<file path="config.mk">
export PLATFORM = sky130hd
export DESIGN_NAME = gpm_pin_mux
export DESIGN_NICKNAME = d
export VERILOG_FILES = /design/src/design/gpm_pkg.sv /design/src/design/gpm_pin_mux.sv
export SDC_FILE = /design/constraint.sdc
export NUM_CORES = 1
export LEC_CHECK = 0
export ABC_AREA = 1
export BUFFER_PORTS_ARGS = -buffer_cell sky130_fd_sc_hd__buf_2
export CORE_MARGIN = 3
export CORE_UTILIZATION = 35
export DETAILED_ROUTE_END_ITERATION = 6
export GPL_ROUTABILITY_DRIVEN = 0
export SLEW_MARGIN = 20
export SYNTH_ARGS = -nofsm -noshare
export SYNTH_HDL_FRONTEND = slang
export SYNTH_SLANG_ARGS = --single-unit
</file>
<file path="constraint.sdc">
create_clock -name clk_i -period 1.1 [get_ports clk_i]
set_input_delay 0.11 -clock clk_i [delete_from_list [all_inputs] [get_ports clk_i]]
set_output_delay 0.11 -clock clk_i [all_outputs]
set_load 0.01 [all_outputs]
</file>
<file path="src/design/gpm_pkg.sv">
// Behaviour
// RL1: After reset every pin is an input; no pin drives.
// RL2: Twenty-four pins, each with its own direction and function.
// RL3: Ports are bidirectional: output data is driven, pin levels are read back.
// RL4: Pin function comes from its configuration bit and the peripheral's enable.
// RL5: An output pin carries an enabled peripheral's signal, e.g. port 2 bit 5 SPI clock.
// RL6: Software sets peripheral output pins to output and input pins to input.
// RL7: I2C clock and data pin direction is steered by the I2C logic itself.
// RL8: Port 0 bit 3: 0 input feeding second UART receive, 1 output.
// RL9: Port 0 bit 2: 0 input, 1 output with data or second UART transmit.
// RL10: Port 0 bit 1: 0 input feeding timer external control, 1 output.
// RL11: Port 0 bit 0: 0 input feeding timer count input, 1 output.
// RL12: Upper four bits of port 0 and port 1 configuration affect no pin.
// RL13: Port 1 bits 3..0: 0 input, 1 output with data or PWM channel.
// RL14: Software sets port 1 bits of PWM channels in use to 1.
// RL15: Port 2 bits route SPI data in, data out, clock, select, chip selects 0..3.
// RL16: An output pin shows its port data register bit.
// RL17: Port read returns the pin level for pins configured as inputs.
// RL18: Configuration registers reset to zero and are readable and writable.
package gpm_pkg;

  localparam logic [7:0] GPM_PORT0_CFG_ADDR = 8'h9b;
  localparam logic [7:0] GPM_PORT1_CFG_ADDR = 8'h9c;
  localparam logic [7:0] GPM_PORT2_CFG_ADDR = 8'h9d;
  localparam logic [7:0] GPM_CFG_RESET      = 8'h00;
  localparam logic [7:0] GPM_RDATA_UNMAPPED = 8'h00;

  localparam int GPM_NPINS = 24;

  // Pin index = position in the 24-bit pin vectors
  localparam int GPM_PIN_TB_CNT  = 0;
  localparam int GPM_PIN_TB_EXT  = 1;
  localparam int GPM_PIN_UB_TX   = 2;
  localparam int GPM_PIN_UB_RX   = 3;
  localparam int GPM_PIN_PWM0    = 4;
  localparam int GPM_PIN_CS3     = 8;
  localparam int GPM_PIN_CS0     = 11;
  localparam int GPM_PIN_SS      = 12;
  localparam int GPM_PIN_SCK     = 13;
  localparam int GPM_PIN_SDO     = 14;
  localparam int GPM_PIN_SDI     = 15;
  localparam int GPM_PIN_I2C_SDA = 22;
  localparam int GPM_PIN_I2C_SCL = 23;

  typedef struct packed {
    logic       wr;
    logic       rd;
    logic [7:0] addr;
    logic [7:0] wdata;
  } gpm_sfr_req_t;

  typedef struct packed {
    logic       uart_b_en;
    logic       uart_b_tx;
    logic       pwm_en;
    logic [3:0] pwm;
    logic       spi_en;
    logic       spi_sdo;
    logic       spi_sck;
    logic [3:0] spi_cs;
    logic       i2c_en;
    logic       i2c_scl_oe;
    logic       i2c_sda_oe;
  } gpm_periph_out_t;

  typedef struct packed {
    logic uart_b_rx;
    logic timer_b_ext;
    logic timer_b_cnt;
    logic spi_sdi;
    logic spi_sck;
    logic spi_ss;
    logic i2c_scl;
    logic i2c_sda;
  } gpm_periph_in_t;

  typedef struct packed {
    logic [7:0]           cfg0;
    logic [7:0]           cfg1;
    logic [7:0]           cfg2;
    logic [7:0]           rdata;
    logic                 hit;
    logic [GPM_NPINS-1:0] pin_out;
    logic [GPM_NPINS-1:0] pin_oe;
    logic [GPM_NPINS-1:0] port_read;
    gpm_periph_in_t       pin_in;
  } gpm_state_t;

endpackage

</file>
<file path="src/design/gpm_pin_mux.sv">
`timescale 1ns/10ps
`default_nettype none

module gpm_pin_mux
  import gpm_pkg::*;
(
  input  wire logic                 clk_i,
  input  wire logic                 reset_i,
  input  wire gpm_sfr_req_t         sfr_i,
  output logic [7:0]                sfr_rdata_o,
  output logic                      sfr_hit_o,
  input  wire logic [7:0]           port3_cfg_i,
  input  wire logic [GPM_NPINS-1:0] port_data_i,
  input  wire gpm_periph_out_t      periph_i,
  output gpm_periph_in_t            periph_o,
  input  wire logic [GPM_NPINS-1:0] pin_i,
  output logic [GPM_NPINS-1:0]      pin_o,
  output logic [GPM_NPINS-1:0]      pin_oe_o,
  output logic [GPM_NPINS-1:0]      port_read_o
);

  gpm_state_t s_q;
  gpm_state_t s_d;

  function automatic logic pick(input logic en, input logic periph, input logic gpio);
    pick = en ? periph : gpio;
  endfunction

  always_comb begin
    logic [GPM_NPINS-1:0] oe;
    logic [GPM_NPINS-1:0] dout;
    oe   = '0;
    dout = '0;
    s_d  = s_q;
    s_d.rdata = GPM_RDATA_UNMAPPED;
    s_d.hit   = 1'b0;
    if (sfr_i.rd) begin
      if (sfr_i.addr == GPM_PORT0_CFG_ADDR) begin
        s_d.rdata = s_q.cfg0; // RL18
        s_d.hit   = 1'b1;
      end else if (sfr_i.addr == GPM_PORT1_CFG_ADDR) begin
        s_d.rdata = s_q.cfg1; // RL18
        s_d.hit   = 1'b1;
      end else if (sfr_i.addr == GPM_PORT2_CFG_ADDR) begin
        s_d.rdata = s_q.cfg2; // RL18
        s_d.hit   = 1'b1;
      end
    end
    if (sfr_i.wr) begin
      if (sfr_i.addr == GPM_PORT0_CFG_ADDR) begin
        s_d.cfg0 = sfr_i.wdata; // RL18
      end else if (sfr_i.addr == GPM_PORT1_CFG_ADDR) begin
        s_d.cfg1 = sfr_i.wdata; // RL18
      end else if (sfr_i.addr == GPM_PORT2_CFG_ADDR) begin
        s_d.cfg2 = sfr_i.wdata; // RL18
      end
    end

    // Upper nibbles of port 0 and port 1 are stored but reach no pin
    oe   = {port3_cfg_i, s_q.cfg2, s_q.cfg1[3:0], s_q.cfg0[3:0]}; // RL2 RL4 RL12 RL15
    dout = port_data_i; // RL16 RL3

    dout[GPM_PIN_UB_TX] = pick(periph_i.uart_b_en, periph_i.uart_b_tx,
                               port_data_i[GPM_PIN_UB_TX]); // RL9
    for (int k = 0; k < 4; k++) begin
      dout[GPM_PIN_PWM0 + k] = pick(periph_i.pwm_en, periph_i.pwm[k],
                                    port_data_i[GPM_PIN_PWM0 + k]); // RL13
      dout[GPM_PIN_CS0 - k]  = pick(periph_i.spi_en, periph_i.spi_cs[k],
                                    port_data_i[GPM_PIN_CS0 - k]); // RL15
    end
    dout[GPM_PIN_SDO] = pick(periph_i.spi_en, periph_i.spi_sdo,
                             port_data_i[GPM_PIN_SDO]); // RL15
    dout[GPM_PIN_SCK] = pick(periph_i.spi_en, periph_i.spi_sck,
                             port_data_i[GPM_PIN_SCK]); // RL5

    // I2C lines are open drain: driven low only while the I2C logic pulls
    if (periph_i.i2c_en) begin
      oe[GPM_PIN_I2C_SCL]   = periph_i.i2c_scl_oe; // RL7
      oe[GPM_PIN_I2C_SDA]   = periph_i.i2c_sda_oe; // RL7
      dout[GPM_PIN_I2C_SCL] = 1'b0;
      dout[GPM_PIN_I2C_SDA] = 1'b0;
    end

    s_d.pin_out   = dout;
    s_d.pin_oe    = oe;
    s_d.port_read = (pin_i & ~oe) | (port_data_i & oe); // RL17 RL3

    s_d.pin_in.uart_b_rx   = pin_i[GPM_PIN_UB_RX];  // RL8
    s_d.pin_in.timer_b_ext = pin_i[GPM_PIN_TB_EXT]; // RL10
    s_d.pin_in.timer_b_cnt = pin_i[GPM_PIN_TB_CNT]; // RL11
    s_d.pin_in.spi_sdi     = pin_i[GPM_PIN_SDI];    // RL15
    s_d.pin_in.spi_sck     = pin_i[GPM_PIN_SCK];
    s_d.pin_in.spi_ss      = pin_i[GPM_PIN_SS];
    s_d.pin_in.i2c_scl     = pin_i[GPM_PIN_I2C_SCL];
    s_d.pin_in.i2c_sda     = pin_i[GPM_PIN_I2C_SDA];
  end

  always_ff @(posedge clk_i) begin
    if (reset_i) begin
      s_q       <= '0;
      s_q.cfg0  <= GPM_CFG_RESET; // RL1 RL18
      s_q.cfg1  <= GPM_CFG_RESET; // RL1 RL18
      s_q.cfg2  <= GPM_CFG_RESET; // RL1 RL18
    end else begin
      s_q <= s_d;
    end
  end

  assign sfr_rdata_o = s_q.rdata;
  assign sfr_hit_o   = s_q.hit;
  assign pin_o       = s_q.pin_out;
  assign pin_oe_o    = s_q.pin_oe;
  assign port_read_o = s_q.port_read;
  assign periph_o    = s_q.pin_in;

  property p_reset_inputs;
    @(posedge clk_i) reset_i |=> (pin_oe_o == '0 && sfr_rdata_o == 8'h00);
  endproperty
  a_reset_inputs: assert property (p_reset_inputs) // RL1
    else $error("pins not all inputs after reset");

  property p_port0_dir;
    @(posedge clk_i) disable iff (reset_i)
      (sfr_i.wr && sfr_i.addr == GPM_PORT0_CFG_ADDR)
      |=> ##1 (pin_oe_o[3:0] == $past(sfr_i.wdata[3:0], 2));
  endproperty
  a_port0_dir: assert property (p_port0_dir) // RL8
    else $error("port 0 direction does not follow configuration");

  property p_upper_nibble;
    @(posedge clk_i) disable iff (reset_i)
      (sfr_i.wr && sfr_i.addr == GPM_PORT1_CFG_ADDR && !$past(sfr_i.wr))
      |=> ##1 (pin_oe_o[7:4] == $past(sfr_i.wdata[3:0], 2) && $stable(pin_oe_o[3:0]));
  endproperty
  a_upper_nibble: assert property (p_upper_nibble) // RL12
    else $error("port 1 configuration mapped to wrong pins");

  property p_uart_tx;
    @(posedge clk_i) disable iff (reset_i || $past(reset_i))
      pin_oe_o[GPM_PIN_UB_TX] |-> pin_o[GPM_PIN_UB_TX] ==
        ($past(periph_i.uart_b_en) ? $past(periph_i.uart_b_tx)
                                   : $past(port_data_i[GPM_PIN_UB_TX]));
  endproperty
  a_uart_tx: assert property (p_uart_tx) // RL9
    else $error("transmit pin carries wrong source");

  property p_timer_inputs;
    @(posedge clk_i) disable iff (reset_i || $past(reset_i))
      1'b1 |-> (periph_o.timer_b_ext == $past(pin_i[GPM_PIN_TB_EXT]) &&
                periph_o.timer_b_cnt == $past(pin_i[GPM_PIN_TB_CNT]));
  endproperty
  a_timer_inputs: assert property (p_timer_inputs) // RL10
    else $error("timer inputs do not follow their pins");

  property p_pwm_out;
    @(posedge clk_i) disable iff (reset_i || $past(reset_i))
      $past(periph_i.pwm_en) |-> pin_o[7:4] == $past(periph_i.pwm);
  endproperty
  a_pwm_out: assert property (p_pwm_out) // RL13
    else $error("PWM waveform not on port 1 pins");

  property p_spi_clock;
    @(posedge clk_i) disable iff (reset_i || $past(reset_i))
      (pin_oe_o[GPM_PIN_SCK] && $past(periph_i.spi_en))
      |-> pin_o[GPM_PIN_SCK] == $past(periph_i.spi_sck);
  endproperty
  a_spi_clock: assert property (p_spi_clock) // RL5
    else $error("SPI clock not on port 2 bit 5");

  property p_i2c_dir;
    @(posedge clk_i) disable iff (reset_i)
      periph_i.i2c_en |=> (pin_oe_o[GPM_PIN_I2C_SCL] == $past(periph_i.i2c_scl_oe) &&
                           pin_oe_o[GPM_PIN_I2C_SDA] == $past(periph_i.i2c_sda_oe) &&
                           !pin_o[GPM_PIN_I2C_SCL] && !pin_o[GPM_PIN_I2C_SDA]);
  endproperty
  a_i2c_dir: assert property (p_i2c_dir) // RL7
    else $error("I2C pin direction not under I2C control");

  property p_read_inputs;
    @(posedge clk_i) disable iff (reset_i || $past(reset_i))
      1'b1 |-> ((port_read_o ^ $past(pin_i)) & ~pin_oe_o) == '0;
  endproperty
  a_read_inputs: assert property (p_read_inputs) // RL17
    else $error("port read differs from input pin level");

  property p_cfg_readback;
    @(posedge clk_i) disable iff (reset_i)
      (sfr_i.wr && sfr_i.addr == GPM_PORT2_CFG_ADDR)
      ##1 (sfr_i.rd && !sfr_i.wr && sfr_i.addr == GPM_PORT2_CFG_ADDR)
      |=> (sfr_hit_o && sfr_rdata_o == $past(sfr_i.wdata, 2));
  endproperty
  a_cfg_readback: assert property (p_cfg_readback) // RL18
    else $error("configuration readback mismatch");

  property p_spi_selects;
    @(posedge clk_i) disable iff (reset_i || $past(reset_i))
      $past(periph_i.spi_en) |-> pin_o[11:8] == {$past(periph_i.spi_cs[0]),
        $past(periph_i.spi_cs[1]), $past(periph_i.spi_cs[2]), $past(periph_i.spi_cs[3])};
  endproperty
  a_spi_selects: assert property (p_spi_selects) // RL15
    else $error("SPI chip selects on wrong pins");

  property p_plain_data;
    @(posedge clk_i) disable iff (reset_i || $past(reset_i))
      1'b1 |-> (pin_o[21:15] == $past(port_data_i[21:15]) &&
                pin_o[12] == $past(port_data_i[12]) &&
                pin_o[3] == $past(port_data_i[3]) &&
                pin_o[1:0] == $past(port_data_i[1:0]));
  endproperty
  a_plain_data: assert property (p_plain_data) // RL16
    else $error("plain pins do not show their data bits");

  property p_port2_dir;
    @(posedge clk_i) disable iff (reset_i)
      (sfr_i.wr && sfr_i.addr == GPM_PORT2_CFG_ADDR)
      |=> ##1 (pin_oe_o[15:8] == $past(sfr_i.wdata, 2));
  endproperty
  a_port2_dir: assert property (p_port2_dir) // RL15
    else $error("port 2 direction does not follow configuration");

  property p_port3_dir;
    @(posedge clk_i) disable iff (reset_i || $past(reset_i))
      !$past(periph_i.i2c_en) |-> pin_oe_o[23:16] == $past(port3_cfg_i);
  endproperty
  a_port3_dir: assert property (p_port3_dir) // RL2
    else $error("port 3 direction does not follow its configuration");

  property p_idle_read;
    @(posedge clk_i) disable iff (reset_i)
      !sfr_i.rd |=> (!sfr_hit_o && sfr_rdata_o == GPM_RDATA_UNMAPPED);
  endproperty
  a_idle_read: assert property (p_idle_read) // RL18
    else $error("read data does not return to idle");

endmodule

`default_nettype wire

</file>
### Word-level counts from Yosys, hierarchy flattened

Index checks and enable logic that the tools add are counted.

* bits in registers: 113
* bits of input ports: 93
* output and inout bits: 89
* word-level logic and storage cells: 47

* equal/unequal tests: 3
* multiplexer cells: 15
* bitwise operators: 7
* reduce and logical (&&, ||, !) cells: 5

Operators by type and width (count)
* 24-bit AND: 2
* 9-bit two-way mux: 3
* 8-bit == test, second input constant: 3
* 24-bit inverter: 1
* 24-bit OR: 1
* 1-bit two-way mux: 11
* 4-bit AND reduction: 1
* 2-bit OR reduction: 2
* 1-bit inverter: 3
* 3-bit AND reduction: 1
* 2-bit two-way mux: 1
* 2-bit AND reduction: 1

### Longest topological paths before layout

* word-level depth: 4
* mapped depth: 9
* gate-level depth less buffers: 8

### Least setup slack after synthesis

OpenSTA, ideal clock, no wires.

* path type: input -> register
* start point: in sfr_i[10] in the netlist's numbering
* end point: reg s_q (netlist bit sfr_rdata_o[7])
* setup time: 110 ps
* arrival: 824 ps
* required time: 990 ps
* setup slack: 166 ps
* cell stages on the path: 7
* path buffers: 0
* cell sequence: inv_1 -> nand2_1 -> nor2_8 -> nand2_4 -> or2_0 -> nand3_1 -> inv_1

* longest elaborated chain between the ends: 4

Ends and longest elaborated chain
* start: declaration: line gpm_pin_mux.sv:9 `input wire gpm_sfr_req_t sfr_i,`
* 8-bit == test: line gpm_pin_mux.sv:44 `end else if (sfr_i.addr == GPM_PORT2_CFG_ADDR) begin`
* 9-bit two-way mux: line gpm_pin_mux.sv:44
* 9-bit two-way mux: line gpm_pin_mux.sv:41 `end else if (sfr_i.addr == GPM_PORT1_CFG_ADDR) begin`
* 9-bit two-way mux (*): line gpm_pin_mux.sv:38 `if (sfr_i.addr == GPM_PORT0_CFG_ADDR) begin`
* end: declaration: line gpm_pin_mux.sv:22 `gpm_state_t s_q;`

Mark *: on every way between the ends. The rest lies on a longest branch, timed or not.
A chain may end at the register's enable or synchronous reset.

### Worst setup path after layout

* start point: reg s_q (netlist bit sfr_rdata_o[5])
* end point: out sfr_rdata_o[5]

RTL lines
* end: declaration: line gpm_pin_mux.sv:10 `output logic [7:0] sfr_rdata_o,`

No word-level cell between the ends.

==> impl_metrics.toml <==
[yosys]
ys_async_sr_fraction_pct = 0
syn_area_mm2 = 0.004644
synth_area_leaders = "dfxtp_1, buf_4, nor2_1"
syn-num-nets = 670
synth_most_common_cell = "dfxtp_1"
ys_types = 24
synth_edf_count = 0
yosysTopAreaCellShare_pct = 48.71
yosys.area.top_type = "dfxtp_1"
yosys-top-cells-count = "dfxtp_1, nor2_1, buf_4"
synthCells = 577
yosysSeqAreaShare_pct = 48.71
synth_top_flop_cell = "dfxtp_1"
synth_seq_cells = 113
ys_warn_count = 0
avgSynthCellArea_um2 = 8.049

[finish]
final_nets = 857
syn2layout_area_growth_pct = 38.23
instances_no_fill = 947
diodes = 0
design_area_mm2 = 0.006420
n_fill_cell = 1213
drive_gt1_share_pct = 31.10

[worst_hold_path]
hold_end = "s_d[44]"
worstHoldPathType = "input port to flop"
holdPathStages = 3
worstHoldStart = "reset_i"

[route]
vias_per_cell = 4.195
final_antenna_net_count = 0
drc = 0
vias = 3973
wl_mm = 11.92
drt_iter0_drc = 165
drt_first_pass_iters = 4
post_drt_wl_per_cell_um = 12.59

[critical_path]
max_stage_delay_ns = 0.35
crit_buf_inv = 1
worstPathCellList = "buf_2"
endpoint_kind = "primary output"
path_delay_family = "flip-flops"
worst-r2r-cell-count = 4
crit_fanout = 1
worst_r2r_endpoint = "sfr_rdata_o[0]"
start_kind = "flop"
arrival_ns = 0.90
crit_type = "flop to primary output"
r2r_start = "s_d[40]"
required_ns = 0.99
slowest_stage = "dfxtp_1"
r2r_slack_ns = 0.27

[cts]
cts_buffers = 17
post-cts-setup-buffers = 0
cts_root_buf = "clkbuf_16"
insertion_delay_ns = 0.40
cts_tree = "yes"
htreeDepth = 4
clockBufferDepth = 2
clk_pin_slew_ns = 0.05
cts_sinks = 113

[grt]
grt_pass1_wl_mm = 18.60
grt_overflow_total = 0
grt_usage_pct = 16.48
grt_antenna_before_repair = 0
first_global_vias = 3975
grt_max_degree = 36

[sta]
final.period_utilization_pct = 91.67
fin_crit_ns = 1.008
max_freq_ghz = 0.9917
setup_violations = 0
finClkSkew_ns = 0.007070
slew_headroom_pct = 77.44
rsz0062_at_grt = "false"
worst_hold_slack_ns = 0.03394
maxSlewViolCount = 0
hold_viol = 0
max_slew.worst_pin.slew_ns = 0.3384

[place]
dpl_cell_area_mm2 = 0.005126
portBuffers = 181
dp_cells = 840
hpwlAfterDp_mm = 8.467

[floorplan]
die_x_um = 121.2
dieArea_mm2 = 0.01469
pin_count = 182
rows = 41
core_area_mm2 = 0.01277
die_h_um = 121.2
start_util_pct = 36.36

[power_and_ir_drop]
power_density_mw_per_mm2 = 1555
power_leakage_nw = 3.318
ir_worst_vdd_uv = 898.6

[run]
cap_violations = 0

[status]
status = "finished clean"
-- flip-flops by register name, summed over array words and instances, names as in the netlist --
name and flops:
sfr_hit_o 1, s_q 8, pin_o 24, s_d 16
port_read_o 24, pin_oe_o 24, periph_o 8, sfr_rdata_o 8
-- per-stage QoR --
| stage | setup WS, ns | power, mW | utilization, % | setup TNS (ns) |
|---|---|---|---|---|
| after floorplan | 0.1660 | 4.863 | - | 0 |
| after global placement | -0.03157 | 5.071 | 40.13 | -0.03498 |
| after detailed placement | -0.03850 | 5.091 | 40.13 | -0.2640 |
| after CTS | 0.06874 | 10.14 | 50.26 | 0 |
| after global routing | 0.04831 | 10.47 | 50.26 | 0 |
| final | 0.09164 | 9.982 | 50.26 | 0 |
-- final cells by class --
| cell class | instances | area [µm²] | area share, % |
|---|---|---|---|
| flip-flops and latches | 113 | 2262 | 35.24 |
| repair buffers | 270 | 1779 | 27.71 |
| multi-input cells | 277 | 1319 | 20.54 |
| clock buffers | 23 | 488.0 | 7.601 |
| inverters | 85 | 321.6 | 5.009 |
| well taps | 172 | 215.2 | 3.352 |
| clock inverters | 7 | 35.03 | 0.5457 |
-- cells by family (layout without fill, tap and decap cells) --
kind of cell | count (synthesis) | after routing | share of synthesized area [%]
AND/OR/NAND/NOR | 215 | 215 | 21.55
buffers and inverters | 187 | 385 | 22.90
flip-flops | 113 | 113 | 48.71
AO/OA/AOI/OAI | 62 | 62 | 6.843
-- metal layers --
metal / vias to the layer above / track usage, % / share of wire, %
li1: 2051 / - / -
met1: 1754 / 18.74 / 42
met2: 154 / 28.41 / 49
met3: 14 / 5.361 / 7.9
met4: 0 / 6.863 / 1.4
met5: - / 0 / 0
-- repair_timing --
item	CTS	global route
endpoints found under the setup margin	0	0
gates resized for setup	0	0
hold endpoints to repair	78	0
hold buffers	77	0
-- cells in the final DEF (no fill, tap or decap), drive strengths merged --
| cell | instances |
|---|---|
| nand4 | 8 |
| o22a | 2 |
| dfxtp | 113 |
| or2 | 1 |
| clkinv | 9 |
| clkbuf | 23 |
| nor3b | 2 |
| nand2 | 71 |
| buf | 193 |
| a21oi | 31 |
| inv | 83 |
| o21ai | 29 |
| dlygate4sd3 | 77 |
| nor2 | 101 |
| nand3 | 32 |
-- how the worst max path moves through the flow --
stage                          end  slack, ns  cells after the start            from
detailed placement  sfr_rdata_o[0]      -0.04                      9       sfr_i[10]
floorplan           sfr_rdata_o[7]       0.17                      7       sfr_i[10]
finish              sfr_rdata_o[5]       0.09                      1  sfr_rdata_o[5]
global placement    sfr_rdata_o[0]      -0.03                      8       sfr_i[14]
CTS                 sfr_rdata_o[5]       0.07                      1  sfr_rdata_o[5]
global route        sfr_rdata_o[5]       0.05                      1  sfr_rdata_o[5]
-- where the power goes --
part,internal (mW),switching (mW)
registers,4.24,0.0330
logic,0.486,0.458
clock network,3.05,1.71
-- worst register-to-register path, cell delays in order, from the launching register on --
cell and delay, ns:
dfxtp_1 0.42, nand3_1 0.11, nand3_1 0.09, nand3_1 0.08, inv_1 0.07
(Power assumes the default switching activity.)
